==> src/hdl/ecpd_consts.svh <==
// Purpose: constants for the encoder count pulse divider
// Assumes: 50 MHz system clock, 32-bit register words
// Notes: offsets are byte addresses on the register bus
`ifndef ECPD_CONSTS_SVH
`define ECPD_CONSTS_SVH
`define ECPD_CLK_HZ 50000000
`define ECPD_PULSE_NS 13000
// least width rounds up to whole cycles
`define ECPD_PULSE_CYC ((`ECPD_PULSE_NS * (`ECPD_CLK_HZ / 1000000) + 999) / 1000)
`define ECPD_OFF_CTRL 8'h00
`define ECPD_OFF_START 8'h04
`define ECPD_OFF_STOP 8'h08
`define ECPD_OFF_PERIOD 8'h0c
`define ECPD_OFF_STATUS 8'h10
`define ECPD_OFF_POS 8'h14
`define ECPD_CTRL_EN_BIT 0
`define ECPD_CTRL_DIR_BIT 1
`define ECPD_PERIOD_RST 16'h0001
`endif

==> src/hdl/ecpd_pkg.sv <==
// Purpose: types for the encoder count pulse divider
// Assumes: nothing beyond the constants header
// Notes: all state of the core but the assertion counter hi_cnt is one packed struct
package ecpd_pkg;
   typedef enum logic [1:0] {ST_IDLE, ST_ARMED, ST_RUN, ST_DONE} ecpd_mode_t;
   typedef struct packed {
      logic enable;
      logic reverse;
      logic [31:0] start_pos;
      logic [31:0] stop_pos;
      logic [15:0] period;
   } ecpd_cfg_t;
   typedef struct packed {
      ecpd_cfg_t cfg;
      ecpd_mode_t mode;
      logic [31:0] pos_last;
      logic pos_valid;
      logic [15:0] accum;
      logic pending;
      logic [15:0] width_cnt;
      logic pulse;
      logic [31:0] pulse_count;
      logic hsel_d;
      logic hwrite_d;
      logic [7:0] haddr_d;
      logic [31:0] hrdata;
      logic pin_meta;
      logic pin_sync;
   } ecpd_state_t;
endpackage

==> src/hdl/ecpd_core.sv <==
// Purpose: encoder count pulse divider with an AHB-Lite register slave
// Assumes: encoder position counter is on clk_sys_i; open-collector output pin
// Notes: oe low means the pin is pulled low (pulse active)
// Notes: the encoder counter may move by at most one count per clock
// Notes: the register slave never waits, so hreadyout is tied high
`timescale 1ns/100ps
`include "ecpd_consts.svh"

module ecpd_core
   import ecpd_pkg::*;
#(
   parameter int POS_W = 32
) (
   input wire logic clk_sys_i,
   input wire logic rst_b_i,
   input wire logic [31:0] enc_pos_i,
   input wire logic hsel_i,
   input wire logic [31:0] haddr_i,
   input wire logic [1:0] htrans_i,
   input wire logic hwrite_i,
   input wire logic [2:0] hsize_i,
   input wire logic [31:0] hwdata_i,
   input wire logic hready_i,
   output logic [31:0] hrdata_o,
   output logic hreadyout_o,
   output logic hresp_o,
   input wire logic div_pin_i,
   output logic div_pin_o,
   output logic div_pin_oe_b_o,
   output logic div_pulse_o
);

   localparam logic [15:0] PULSE_CYC = 16'(`ECPD_PULSE_CYC);

   ecpd_state_t st_reg;
   ecpd_state_t st_next;

   logic fwd_step;
   logic rev_step;
   logic dir_step;
   logic at_start;
   logic at_stop;
   logic req;
   logic wr_go;

   ////////////////////////////////////////////////////////////////////////////
   // combinational next state
   always_comb begin
      st_next = st_reg;
      fwd_step = st_reg.pos_valid && ($signed(enc_pos_i - st_reg.pos_last) > 0);
      rev_step = st_reg.pos_valid && ($signed(enc_pos_i - st_reg.pos_last) < 0);
      dir_step = st_reg.cfg.reverse ? rev_step : fwd_step;
      at_start = (enc_pos_i == st_reg.cfg.start_pos);
      at_stop = (enc_pos_i == st_reg.cfg.stop_pos);
      req = 1'b0;
      wr_go = st_reg.hsel_d && st_reg.hwrite_d;

      // position tracking; one count per cycle at most is assumed
      st_next.pos_last = enc_pos_i;
      st_next.pos_valid = 1'b1;

      // mode sequence
      case (st_reg.mode)
         ST_IDLE: begin
            if (st_reg.cfg.enable) begin
               st_next.mode = ST_ARMED;
            end
         end
         ST_ARMED: begin
            if (at_start) begin
               st_next.mode = ST_RUN;
               st_next.accum = 16'h0000;
            end
         end
         ST_RUN: begin
            if (at_stop) begin
               st_next.mode = ST_DONE;
            end else if (dir_step) begin
               if (st_reg.accum + 16'h0001 >= st_reg.cfg.period) begin
                  st_next.accum = 16'h0000;
                  req = 1'b1;
               end else begin
                  st_next.accum = st_reg.accum + 16'h0001;
               end
            end
         end
         ST_DONE: begin
            // stays stopped until re-enabled
         end
         default: begin
            st_next.mode = ST_IDLE;
         end
      endcase
      if (!st_reg.cfg.enable) begin
         st_next.mode = ST_IDLE;
         st_next.pending = 1'b0;
      end

      // pulse timer; a request during a pulse is held, not lost
      // a request while disabled is dropped, else it would fire on re-enable
      if (req && st_reg.cfg.enable) begin
         st_next.pending = 1'b1;
      end
      if (st_reg.pulse) begin
         if (st_reg.width_cnt == PULSE_CYC - 16'h0001) begin
            st_next.pulse = 1'b0;
            st_next.width_cnt = 16'h0000;
         end else begin
            st_next.width_cnt = st_reg.width_cnt + 16'h0001;
         end
      end else if (st_reg.pending && st_reg.cfg.enable) begin
         st_next.pulse = 1'b1;
         st_next.pending = req;
         st_next.width_cnt = 16'h0000;
         st_next.pulse_count = st_reg.pulse_count + 32'h0000_0001;
      end

      // pin readback synchroniser
      st_next.pin_meta = div_pin_i;
      st_next.pin_sync = st_reg.pin_meta;

      // ahb address phase capture
      if (hready_i) begin
         st_next.hsel_d = hsel_i && htrans_i[1] && (hsize_i == 3'b010);
         st_next.hwrite_d = hwrite_i;
         st_next.haddr_d = haddr_i[7:0];
      end
      // data phase write; period zero is forced to one
      if (wr_go) begin
         case (st_reg.haddr_d)
            `ECPD_OFF_CTRL: begin
               st_next.cfg.enable = hwdata_i[`ECPD_CTRL_EN_BIT];
               st_next.cfg.reverse = hwdata_i[`ECPD_CTRL_DIR_BIT];
            end
            `ECPD_OFF_START: st_next.cfg.start_pos = hwdata_i;
            `ECPD_OFF_STOP: st_next.cfg.stop_pos = hwdata_i;
            `ECPD_OFF_PERIOD: begin
               st_next.cfg.period = (hwdata_i[15:0] == 16'h0000) ?
                  `ECPD_PERIOD_RST : hwdata_i[15:0];
            end
            default: begin
            end
         endcase
      end
      // read data registered in the address phase
      st_next.hrdata = 32'h0000_0000;
      if (hready_i && hsel_i && htrans_i[1] && !hwrite_i) begin
         case (haddr_i[7:0])
            `ECPD_OFF_CTRL: st_next.hrdata = {30'h0, st_reg.cfg.reverse, st_reg.cfg.enable};
            `ECPD_OFF_START: st_next.hrdata = st_reg.cfg.start_pos;
            `ECPD_OFF_STOP: st_next.hrdata = st_reg.cfg.stop_pos;
            `ECPD_OFF_PERIOD: st_next.hrdata = {16'h0, st_reg.cfg.period};
            `ECPD_OFF_STATUS: st_next.hrdata = {st_reg.pulse_count[23:0], 2'b0,
               st_reg.pin_sync, st_reg.pending, st_reg.pulse, 1'b0, st_reg.mode};
            `ECPD_OFF_POS: st_next.hrdata = enc_pos_i;
            default: st_next.hrdata = 32'h0000_0000;
         endcase
      end
   end

   ////////////////////////////////////////////////////////////////////////////
   // state register; constants only under reset
   always_ff @(posedge clk_sys_i or negedge rst_b_i) begin
      if (!rst_b_i) begin
         st_reg <= '0;
         st_reg.cfg.period <= `ECPD_PERIOD_RST;
         st_reg.mode <= ST_IDLE;
      end else begin
         st_reg <= st_next;
      end
   end

   ////////////////////////////////////////////////////////////////////////////
   // outputs; dedicated open-collector pin pulls low during a pulse
   assign div_pin_o = 1'b0;
   assign div_pin_oe_b_o = ~st_reg.pulse;
   assign div_pulse_o = st_reg.pulse;
   assign hrdata_o = st_reg.hrdata;
   assign hreadyout_o = 1'b1; // zero wait states
   assign hresp_o = 1'b0;

   ////////////////////////////////////////////////////////////////////////////
   // assertions
   int unsigned hi_cnt;
   always_ff @(posedge clk_sys_i or negedge rst_b_i) begin
      if (!rst_b_i) begin
         hi_cnt <= 0;
      end else begin
         hi_cnt <= st_reg.pulse ? hi_cnt + 1 : 0;
      end
   end

   pulse_width_a: assert property (@(posedge clk_sys_i) disable iff (!rst_b_i)
      $fell(st_reg.pulse) |-> hi_cnt == 32'(PULSE_CYC))
      else $error("pulse width wrong");
   pulse_max_a: assert property (@(posedge clk_sys_i) disable iff (!rst_b_i)
      hi_cnt <= 32'(PULSE_CYC))
      else $error("pulse too long");
   disabled_quiet_a: assert property (@(posedge clk_sys_i) disable iff (!rst_b_i)
      !st_reg.cfg.enable && !st_reg.pulse |=> !st_reg.pulse)
      else $error("pulse while disabled");
   start_clear_a: assert property (@(posedge clk_sys_i) disable iff (!rst_b_i)
      st_reg.mode == ST_ARMED && at_start && st_reg.cfg.enable
      |=> st_reg.mode == ST_RUN && st_reg.accum == 16'h0000)
      else $error("start not taken");
   stop_halt_a: assert property (@(posedge clk_sys_i) disable iff (!rst_b_i)
      st_reg.mode == ST_RUN && at_stop && st_reg.cfg.enable |=> st_reg.mode == ST_DONE)
      else $error("stop not taken");
   no_run_req_a: assert property (@(posedge clk_sys_i) disable iff (!rst_b_i)
      st_reg.mode != ST_RUN |=> !$rose(st_reg.pending))
      else $error("request outside run");
   divide_req_a: assert property (@(posedge clk_sys_i) disable iff (!rst_b_i)
      st_reg.mode == ST_RUN && !at_stop && dir_step && st_reg.cfg.enable
      && st_reg.accum + 16'h0001 >= st_reg.cfg.period |=> st_reg.pending || st_reg.pulse)
      else $error("divide request lost");
   wrong_dir_a: assert property (@(posedge clk_sys_i) disable iff (!rst_b_i)
      st_reg.mode == ST_RUN && !dir_step && !at_stop |=> $stable(st_reg.accum))
      else $error("accumulator moved");
   period_nonzero_a: assert property (@(posedge clk_sys_i) disable iff (!rst_b_i)
      st_reg.cfg.period != 16'h0000)
      else $error("zero period");
   held_req_a: assert property (@(posedge clk_sys_i) disable iff (!rst_b_i)
      $fell(st_reg.pulse) && st_reg.pending && st_reg.cfg.enable |=> st_reg.pulse)
      else $error("held request dropped");

   ////////////////////////////////////////////////////////////////////////////
   // mode sequence, accumulator, pulse timer, pin and bus checks
   // these guard the corners that the bench never reaches:
   // a disable in mid-run, a held request, a period write while running

   // disabling drops any waiting request
   pending_off_a: assert property (@(posedge clk_sys_i) disable iff (!rst_b_i)
      !st_reg.cfg.enable |=> !st_reg.pending)
      else $error("pending kept while disabled");
   // enable arms the divider one cycle later
   idle_arm_a: assert property (@(posedge clk_sys_i) disable iff (!rst_b_i)
      st_reg.mode == ST_IDLE && st_reg.cfg.enable |=> st_reg.mode == ST_ARMED)
      else $error("enable not armed");
   // armed waits for the start position only
   armed_wait_a: assert property (@(posedge clk_sys_i) disable iff (!rst_b_i)
      st_reg.mode == ST_ARMED && !at_start && st_reg.cfg.enable
      |=> st_reg.mode == ST_ARMED)
      else $error("armed left early");
   // done is left only through a disable
   done_hold_a: assert property (@(posedge clk_sys_i) disable iff (!rst_b_i)
      st_reg.mode == ST_DONE && st_reg.cfg.enable |=> st_reg.mode == ST_DONE)
      else $error("done left while enabled");
   // a counted step short of the period advances by one
   step_count_a: assert property (@(posedge clk_sys_i) disable iff (!rst_b_i)
      st_reg.mode == ST_RUN && !at_stop && dir_step && st_reg.cfg.enable
      && st_reg.accum + 16'h0001 < st_reg.cfg.period |=> st_reg.accum == $past(st_reg.accum) + 16'h0001)
      else $error("step not counted");
   // every new pulse bumps the status count once
   count_bump_a: assert property (@(posedge clk_sys_i) disable iff (!rst_b_i)
      $rose(st_reg.pulse) |-> st_reg.pulse_count == $past(st_reg.pulse_count) + 32'h0000_0001)
      else $error("pulse count wrong");
   // an idle timer with a waiting request starts at once
   pulse_start_a: assert property (@(posedge clk_sys_i) disable iff (!rst_b_i)
      !st_reg.pulse && st_reg.pending && st_reg.cfg.enable |=> st_reg.pulse)
      else $error("pulse not started");
   // open collector only ever pulls low, and only during a pulse
   pin_drive_a: assert property (@(posedge clk_sys_i) disable iff (!rst_b_i)
      div_pin_o == 1'b0 && div_pin_oe_b_o == !div_pulse_o)
      else $error("pin drive wrong");
   // a period write lands next cycle when nonzero
   period_write_a: assert property (@(posedge clk_sys_i) disable iff (!rst_b_i)
      wr_go && st_reg.haddr_d == `ECPD_OFF_PERIOD && hwdata_i[15:0] != 16'h0000
      |=> st_reg.cfg.period == $past(hwdata_i[15:0]))
      else $error("period write lost");
   // read data stands only in a read data phase
   read_idle_a: assert property (@(posedge clk_sys_i) disable iff (!rst_b_i)
      !(hready_i && hsel_i && htrans_i[1] && !hwrite_i) |=> hrdata_o == 32'h0000_0000)
      else $error("stale read data");
   // bus answers at once and always okay
   bus_okay_a: assert property (@(posedge clk_sys_i) disable iff (!rst_b_i)
      hreadyout_o && !hresp_o)
      else $error("bus response wrong");

   ////////////////////////////////////////////////////////////////////////////
   // cover points for the main scenarios
   pulse_seen_c: cover property (@(posedge clk_sys_i) disable iff (!rst_b_i)
      $rose(st_reg.pulse));
   back_to_back_c: cover property (@(posedge clk_sys_i) disable iff (!rst_b_i)
      $fell(st_reg.pulse) ##1 st_reg.pulse);
   stopped_c: cover property (@(posedge clk_sys_i) disable iff (!rst_b_i)
      st_reg.mode == ST_DONE);
   reverse_run_c: cover property (@(posedge clk_sys_i) disable iff (!rst_b_i)
      st_reg.cfg.reverse && $rose(st_reg.pulse));
   // a request arriving while the timer is busy
   held_c: cover property (@(posedge clk_sys_i) disable iff (!rst_b_i)
      st_reg.pulse && st_reg.pending);

endmodule // ecpd_core

==> config.mk <==
export PLATFORM = sky130hd
export DESIGN_NAME = ecpd_core
export DESIGN_NICKNAME = d
export VERILOG_FILES = /design/src/hdl/ecpd_pkg.sv /design/src/hdl/ecpd_core.sv
export VERILOG_INCLUDE_DIRS = /design/src /design/src/hdl
export SDC_FILE = /design/constraint.sdc
export NUM_CORES = 1
export LEC_CHECK = 0
export BUFFER_PORTS_ARGS = -buffer_cell sky130_fd_sc_hd__buf_2
export CAP_MARGIN = 40
export CORE_ASPECT_RATIO = 2
export CORE_MARGIN = 3
export CORE_UTILIZATION = 64
export CTS_CLUSTER_DIAMETER = 80
export CTS_CLUSTER_SIZE = 25
export DETAILED_ROUTE_END_ITERATION = 7
export PLACE_DENSITY_LB_ADDON = 0.05
export RECOVER_POWER = 25
export SLEW_MARGIN = 20
export SYNTH_ARGS = -nofsm -noshare
export SYNTH_HDL_FRONTEND = slang
export SYNTH_SLANG_ARGS = --single-unit
==> constraint.sdc <==
create_clock -name clk_sys_i -period 7.39 [get_ports clk_sys_i]
set_input_delay 0.3695 -clock clk_sys_i [delete_from_list [all_inputs] [get_ports clk_sys_i]]
set_output_delay 0.3695 -clock clk_sys_i [all_outputs]
set_load 0.01 [all_outputs]
Word level (Yosys, flattened, before mapping)

Cells that the tools add are included.
Widths: inputs -> output; s select.

Bits in registers: 227
Input port bits: 107
Output and inout port bits: 37
Word-level logic and storage cells: 95

$add $sub $neg: 4
Order comparisons: 3
Equality and inequality tests: 20
Muxes and demuxes: 24
Bitwise operators: 1
Reductions and logical operators: 24

Operators with widths:

| cell                  | number |
|---|---|
| $pmux 32 s6           | 1 |
| $mux 16               | 6 |
| $eq 32x32->1          | 2 |
| $mux 50               | 1 |
| $add 16x1->16 const B | 2 |
| $add 32x1->32 const B | 1 |
| $eq 8x4->1 const B    | 4 |
| $gt 32x1->1 const B   | 1 |
| $lt 32x1->1 const B   | 1 |
| $mux 32               | 1 |
| $pmux 16 s2           | 1 |
| $sub 32x32->32        | 1 |
| $mux 17               | 1 |
| $eq 16x10->1 const B  | 1 |
| $eq 8x3->1 const B    | 2 |
| $eq 8x5->1 const B    | 2 |
| $ge 16x16->1          | 1 |
| $logic_not 16->1      | 1 |
| $logic_not 8->1       | 2 |
| $logic_and 1x1->1     | 10 |
| $reduce_and 2->1      | 5 |
| $mux 1                | 9 |
| $mux 2                | 3 |
| $ne 2x2->1 const B    | 3 |
| 12 further kinds      | 14 |

Depth between registers and ports, before layout

Gate-level depths: netlist of the first run.

Depth after elaboration: 11
Gate-level depth with buffers: 16
Mapped depth without buffers: 16

Worst setup path before layout of the first run

No wires, ideal clock.

Path type: flip-flop to flip-flop
Start: reg st_reg[94] (netlist name)
End: reg st_reg[101] (netlist name)
Library setup time: 66 ps
Arrival time: 3,428 ps
Required time: 7,324 ps
Slack: 3,896 ps
Cell stages (with the launch flop): 17
Path buffers: 1
Clock period less this slack: 3,494 ps
Cells stage by stage: dfrtp_1 -> ha_1 -> nand3_1 -> nor2_1 -> and3_1 -> nand3_1 -> xnor2_1 -> ha_1 -> a21o_1 -> a21o_1 -> a221oi_1 -> o221ai_1 -> or3_1 -> a211oi_1 -> or3_1 -> buf_2 -> a22o_1

Cells in the longest elaborated chain, start to end: 6

RTL lines:

| what                   | line                             | text |
|---|---|---|
| start, declared        | ecpd_core.sv:35                  | `ecpd_state_t st_reg;` |
| start signal, assigned | ecpd_core.sv:169                 | `st_reg <= st_next;` |
| $add 16x1->16 *        | ecpd_core.sv:79, ecpd_core.sv:83 |  |
| $ge 16x16->1           | ecpd_core.sv:79                  | `if (st_reg.accum + 16'h0001 >= st_reg.cfg.period) begin` |
| $mux 16 *              | ecpd_core.sv:79                  |  |
| $mux 16 *              | ecpd_core.sv:78                  | `end else if (dir_step) begin` |
| $mux 16 *              | ecpd_core.sv:76                  | `if (at_stop) begin` |
| $pmux 16 s2 *          | ecpd_core.sv:63                  | `case (st_reg.mode)` |

Every way passes the cells marked *; elsewhere a longest branch is shown, timed or not. The select of a mux whose other input is x is not followed.
A chain may end at the register's enable or synchronous reset.

Worst setup path in the final report of the first run

Start: reg st_reg[94] (netlist name)
End: reg st_reg[94] (netlist name)

Same word-level chain as after synthesis.

==> results by group, run 1 <==
Run status
  • Status: finished with violations
  • Violated checks: capacitance limit, slew limit

Floorplanning
  • Die Y: 205 µm
  • Boundary Pins: 144
  • # rows: 72
  • Die Footprint: 0.0217 mm²
  • Die width: 106 µm
  • Core area: 0.0195 mm²
  • Starting Density: 65.3%

Critical path
  • Worst EP required: 7.81 ns
  • Worst stage delay on the critical path: 0.54 ns
  • Reg-to-reg endpoint: st_reg[94]$_DFFE_PN0P_
  • WP buf/inv: 0
  • Critical path, cell by cell: ha_1 -> nand3_1 -> nor2_1 -> and3_1 -> nand3_1 -> xnor2_1 -> ha_1 -> nand4_1 -> nor2_1 -> a221oi_1 -> o221ai_1 -> or3_1 -> a211oi_1 -> or3_1 -> mux2_2
  • Crit path max-delay family: simple AND/OR/NAND/NOR gates
  • Crit-path slowest cell: or3_1
  • Worst endpoint data arrival time: 4.87 ns
  • CP Class: reg -> reg
  • CP Capture Type: flop
  • Crit-path max FO: 12
  • Reg2reg setup slack: 2.95 ns
  • RR Startpoint: st_reg[94]$_DFFE_PN0P_
  • CP Launch Type: flop
  • Register-to-Register Path Depth: 15

Clock tree
  • Post-CTS Setup Bufs: 0
  • CTS tree: built
  • Htree depth: 1
  • CTS Buffer Depth: 3
  • CTS buffer count: 12
  • Worst-path clk slew: 0.10 ns
  • CTS sink count: 219
  • Clk Latency, worst-skew pair: 0.48 ns
  • CTS root buf: clkbuf_16

Detailed routing
  • Avg WL per Cell: 21.9 µm
  • Vias: 10011
  • Starting DRT DRC Count: 785
  • ANT nets after route: 0
  • Final WL: 34.3 mm
  • Pre-antenna DRT Iters: 8
  • # DRC: 0
  • Drt via density: 6.38

Worst hold path
  • Hold Startpoint: enc_pos_i[18]
  • Worst Hold End: st_reg[129]$_DFF_PN0_
  • Min-Delay Path Class: in -> reg
  • Worst hold path depth: 1

Yosys
  • Syn avg cell area: 10.2 µm²
  • Synthesized instance count: 1240
  • Ys async rst share: 100%
  • Part of the Yosys area used for sequential elements: 43.1%
  • Synthesized cell area: 0.0127 mm²
  • Post-synth cell types: 76
  • Primary FF master, synth: dfrtp_1
  • Synth area leader: dfrtp_1
  • YS warnings: 0
  • Main area contributors after synthesis: dfrtp_1 43%, mux2_2 11%, xor2_1 5.5%
  • Post-synth EDFFs: 0
  • FF+latch count, synth: 219
  • Area share of the largest cell type after synthesis: 42.9%

Global routing
  • Met2 Track Usage GR: 58.7%
  • Met3 GRT Util: 2.51%
  • Gr busiest metal: met2
  • GRT Total Usage: 31.4%
  • First-pass GRT wire length: 53.2 mm
  • Vias in the first global route: 9952
  • Grt ovf: 0
  • Initial antenna violation count: 0
  • Largest net degree at the start of global routing: 77
  • GR Util met1: 35.1%

Finish
  • Final Util: 70.1%
  • Layout cells sized above 1: 19.2%
  • Storage element area: 0.00548 mm²
  • Number of diodes: 0
  • NumNets Final: 1467
  • Area grow syn2layout: 7.38%
  • # fillers: 1583
  • Max reg flops: 185
  • Multi-input gate area: 0.00656 mm²

STA
  • Final hold viol count: 0
  • TNS Setup: 0 ns
  • FMAX: 0.225 GHz
  • Max-slew headroom at the worst pin: -171%
  • Max-slew violation count: 77
  • RSZ-0062 raised after global routing: false
  • Min cycle time layout: 4.44 ns
  • Setup violators final: 0
  • Final clock period utilization by the worst path: 60.1%
  • Skew final: 0.0148 ns
  • Worst-margin pin slew: 4.06 ns
  • Worst hold slack: 0.126 ns

Power and ir drop
  • Leakage: 6.25 nW
  • Power per cell area: 173 mW/mm²
  • Max VDD drop: 0.195 mV
  • Final total power: 2.36 mW

Placement
  • RD Place Congestion: 0.973
  • Detailed placement HPWL: 25.9 mm
  • Number of I/O port buffers: 115

Job
  • Max capacitance violation total: 1
## cells by family after synthesis
family	Yosys count	synth area share [%]
muxes	127	11.2
and+or+nand+nor	328	13.2
other	2	0.0591
buffers and inverters	143	5.39
AOI/OAI and AO/OA	253	13.7
xor gates and xnor gates	113	7.85
DFF	219	43.1
adders and majority gates	55	5.47
## power by group
part / switching [mW] / internal [mW]
Clock: 0.390 / 0.328
Combinational: 0.230 / 0.145
Sequential: 0.0308 / 1.24
Total: 0.651 / 1.71
## synthesized netlist by cell type, types with 30 or more instances
master,count
nand3_1,32
mux2_2,119
o21ai_0,57
nand2_1,91
xnor2_1,32
buf_4,35
inv_1,60
ha_1,54
a21oi_1,61
dfrtp_1,218
nor2_1,71
a222oi_1,30
clkbuf_1,32
xor2_1,80
## cells in the final DEF (no fill, tap or decap), types with 4 or more instances in the layout
| master | instances |
|---|---|
| o21ai_1 | 9 |
| xor2_1 | 80 |
| and4_1 | 7 |
| a21oi_1 | 61 |
| a21o_1 | 17 |
| o21a_1 | 9 |
| a31oi_1 | 7 |
| mux2_2 | 119 |
| a222oi_1 | 30 |
| conb_1 | 4 |
| buf_2 | 83 |
| nand3_1 | 32 |
| nor2_1 | 70 |
| a211oi_1 | 6 |
| a41oi_1 | 4 |
| o21ai_0 | 57 |
| inv_1 | 60 |
| buf_4 | 11 |
| and3_1 | 16 |
| xnor2_1 | 32 |
| nor3_1 | 12 |
| or3_1 | 4 |
| o211a_1 | 4 |
| nand4_1 | 24 |
| clkbuf_16 | 13 |
| a22o_1 | 10 |
| dfrtp_1 | 218 |
| nand2b_1 | 12 |
| nor4_1 | 23 |
| and2_1 | 4 |
| clkbuf_1 | 38 |
| ha_1 | 54 |
| nor2b_1 | 10 |
| nand2_1 | 91 |
| mux2i_1 | 7 |
## how the worst max path moves through the flow
stage                                 startpoint                       to  slack [ns]  depth (start not counted)
after global routing                     rst_b_i  st_reg[145]$_DFFE_PN1P_        2.31                          4
after floorplan           st_reg[94]$_DFFE_PN0P_  st_reg[101]$_DFFE_PN0P_        3.90                         16
after global placement              enc_pos_i[0]  st_reg[100]$_DFFE_PN0P_        2.92                         16
final                     st_reg[94]$_DFFE_PN0P_   st_reg[94]$_DFFE_PN0P_        2.95                         15
after CTS                 st_reg[94]$_DFFE_PN0P_   st_reg[94]$_DFFE_PN0P_        2.91                         15
after detailed placement  st_reg[94]$_DFFE_PN0P_   st_reg[94]$_DFFE_PN0P_        2.93                         15
## layout make-up
class	count	area share, %
tap	259	2.37
clock inverter	1	0.0550
timing repair buffer	132	5.13
clock buffer	18	2.52
multi-input combinational	880	48.1
inverter	60	1.65
sequential	219	40.2
## layer usage
metal  up-vias  routed length [µm]
met5         -                   0
met4         0                2230
met3        98                1650
met2       386               18400
met1      4970               12000
li1       4557                   -
## what timing repair did
action	in CTS	in global routing
hold buffers	2	0
gates resized for setup	0	0
setup endpoints to repair	0	0
endpoints found under the hold margin	75	0
## per-stage QoR
step                      std cells  setup slack, ns  area, µm²
after floorplan                1242             3.90      12700
final                          1569             2.95      13600
after detailed placement       1546             2.93      13300
after global placement         1543             2.92      13300
after global routing           1569             2.31      13600
after CTS                      1567             2.91      13700
No activity file was read; power rests on OpenSTA's default activity.
==> run 2: changes to the inputs <==
--- a/config.mk
+++ b/config.mk
@@ -10,7 +10,7 @@
 export CAP_MARGIN = 40
 export CORE_ASPECT_RATIO = 2
 export CORE_MARGIN = 3
-export CORE_UTILIZATION = 64
+export CORE_UTILIZATION = 60
 export CTS_CLUSTER_DIAMETER = 80
 export CTS_CLUSTER_SIZE = 25
 export DETAILED_ROUTE_END_ITERATION = 7
==> constraint.sdc (replaced) <==
create_clock -name clk_sys_i -period 4.3 [get_ports clk_sys_i]
set_input_delay 0.215 -clock clk_sys_i [delete_from_list [all_inputs] [get_ports clk_sys_i]]
set_output_delay 0.215 -clock clk_sys_i [all_outputs]
set_load 0.01 [all_outputs]
==> run 2 against run 1 <==
The flow still finishes with violations (capacitance limit, slew limit). Via count up 0.89%. Final cell count increased by 4.0%. Non-clock buffer count is 59 higher. Global-route usage decreased by 0.25 points. Hold slack got worse by 0.12 ns. Critical endpoint is now st_reg[100]$_DFFE_PN0P_.
==> results by group, run 2 (same netlist as run 1, synthesis figures left out) <==
Floorplanning
  • Die Footprint: 0.0231 mm² (+6.4%)
  • Core area: 0.0206 mm² (+6.1%)
  • Die width: 109 µm (+3.1%)
  • Die Y: 212 µm (+3.2%)
  • Starting Density: 61.6% (-3.8 points)
  • # rows: 74 (+2.8%)
  • Boundary Pins: 144 (unchanged)

Placement
  • Detailed placement HPWL: 26.6 mm (+2.6%)
  • Placement Setup Slack: 0.198 ns (-2.73 ns)
  • RD Place Congestion: 0.949 (-2.5%)
  • Placed Area: 0.0134 mm² (+0.77%)
  • Number of I/O port buffers: 115 (unchanged)
  • Placed insts: 1563 (+1.1%)

Clock tree
  • Clk Latency, worst-skew pair: 0.48 ns (about the same)
  • CTS tree: built
  • CTS Buffer Depth: 3 (unchanged)
  • Htree depth: 1 (unchanged)
  • CTS root buf: clkbuf_16
  • Worst-path clk slew: 0.09 ns (about the same)
  • Post-CTS Setup Bufs: 0 (unchanged)
  • CTS buffer count: 12 (unchanged)
  • CTS sink count: 219 (unchanged)

Finish
  • Final Util: 68.8% (-1.3 points)
  • Final std cells w/o fill: 1632 (+4.0%)
  • Most frequent cells in the layout: 218 x dfrtp_1, 119 x mux2_2, 91 x nand2_1
  • NumNets Final: 1526 (+4.0%)
  • Max reg flops: 185 (unchanged)
  • Multi-input gate area: 0.00658 mm² (+0.21%)
  • Layout cells sized above 1: 18.3% (-0.94 points)
  • # fillers: 1647 (+4.0%)
  • Number of diodes: 0 (unchanged)
  • Commonest non-fill, non-tap cell in the layout: dfrtp_1
  • Final Instance Area: 0.0142 mm² (+4.1%)
  • Area grow syn2layout: 11.8%
  • Storage element area: 0.00548 mm² (unchanged)

STA
  • Final hold viol count: 0 (unchanged)
  • TNS Setup: 0 ns (unchanged)
  • FMAX: 0.243 GHz
  • Final WS setup: 0.188 ns (-2.76 ns)
  • Final clock period utilization by the worst path: 95.6%
  • Worst hold slack: 0.00509 ns (-0.120 ns)
  • Worst-margin pin slew: 3.28 ns (-0.781 ns)
  • Max-slew headroom at the worst pin: -119% (+52 points)
  • Skew final: 0.0152 ns (+0.000392 ns)
  • Max-slew violation count: 126 (+64%)
  • Min cycle time layout: 4.11 ns
  • RSZ-0062 raised after global routing: false
  • Setup violators final: 0 (unchanged)

Worst hold path
  • Min-Delay Path Class: in -> reg

Detailed routing
  • Starting DRT DRC Count: 723 (-7.9%)
  • Final WL: 35.8 mm (+4.4%)
  • Pre-antenna DRT Iters: 6 (-2)
  • ANT nets after route: 0 (unchanged)
  • Avg WL per Cell: 21.9 µm (+0.40%)
  • Drt via density: 6.19 (-3.0%)
  • Vias: 10100 (+0.89%)
  • # DRC: 0 (unchanged)

Run status
  • Violated checks: capacitance limit, slew limit
  • Status: finished with violations

Power and ir drop
  • Final total power: 4.08 mW (+73%)
  • Power per cell area: 288 mW/mm² (+66%)
  • Leakage: 6.44 nW (+3.0%)
  • Max VDD drop: 0.475 mV (+140%)

Critical path
  • Crit path max-delay family: compound AO/OA/AOI/OAI gates
  • Worst EP required: 4.67 ns (-3.14 ns)
  • Crit-path slowest cell: dlygate4sd3_1
  • CP Launch Type: input port
  • WP buf/inv: 3 (+3)
  • CP Capture Type: flop
  • Worst stage delay on the critical path: 0.55 ns (about the same)
  • Worst endpoint data arrival time: 4.48 ns (-0.39 ns)
  • CP Class: in -> reg
  • Critical path, cell by cell: dlygate4sd3_1 -> clkbuf_1 -> ha_1 -> o211a_1 -> o31ai_2 -> a21oi_1 -> o21a_1 -> or3_1 -> a21oi_1 -> nand4_1 -> nor4_2 -> a211oi_2 -> or3_1 -> buf_12 -> a221o_1
  • Crit-path max FO: 12 (unchanged)

Global routing
  • GRT Total Usage: 31.2% (-0.25 points)
  • Grt ovf: 0 (unchanged)
  • Largest net degree at the start of global routing: 127 (+65%)
  • Vias in the first global route: 10131 (+1.8%)
  • Initial antenna violation count: 0 (unchanged)
  • First-pass GRT wire length: 55.4 mm (+4.2%)

Job
  • Max capacitance violation total: 1 (unchanged)
run 2: path summary, 6_finish.rpt:
path | start | end | slack (ns) | cells after the start
setup / recovery | enc_pos_i[2] | st_reg[100]$_DFFE_PN0P_ | 0.19 | 15
hold / removal | hsize_i[1] | st_reg[43]$_DFFE_PN0P_ | 0.005 | 3
setup reg to reg | st_reg[94]$_DFFE_PN0P_ | st_reg[100]$_DFFE_PN0P_ | 0.35 | 17
hold reg to reg | st_next[0]$_DFF_PN0_ | st_reg[0]$_DFF_PN0_ | 0.36 | 0
max in group asynchronous | rst_b_i | st_reg[150]$_DFFE_PN0P_ | 1.06 | 2
min in group asynchronous | rst_b_i | st_reg[140]$_DFF_PN0_ | 1.32 | 2
run 2: layout make-up:
cell class,count,area share (%)
clock inverter,1,0.0617
tap,266,2.34
inverter,60,1.59
sequential,219,38.6
multi-input combinational,880,46.3
clock buffer,15,2.34
timing repair buffer,191,8.78
run 2: timing repair:
| item | CTS | global route |
|---|---|---|
| resized for setup | 0 | 3 |
| hold buffers | 50 | 2 |
| endpoints found under the setup margin | 0 | 16 |
| endpoints found under the hold margin | 182 | 2 |
run 2: worst reg2reg max path, cell delays in order (launching register included):
cell and delay, ns:
dfrtp_1 0.45, ha_1 0.22, nand3_1 0.16, nor2_1 0.24
and3_1 0.21, nand3_1 0.09, xnor2_1 0.25, ha_1 0.28
nand4_1 0.10, nor2_1 0.08, a221oi_1 0.34, o221ai_2 0.23
or3_1 0.45, a211oi_2 0.24, nor3_1 0.08, buf_4 0.17
nor3b_1 0.18, a221o_1 0.13
run 2: where the power goes:
group,switching (mW),internal [mW]
clock,0.668,0.554
combinational,0.405,0.279
sequential,0.0546,2.12
run 2: metal layers:
metal	share of wire, %	up-vias	track usage, %
li1	-	4662	-
met1	36	4964	35.0
met2	52	365	54.8
met3	5.0	109	3.88
met4	7.4	0	19.6
met5	0	-	0
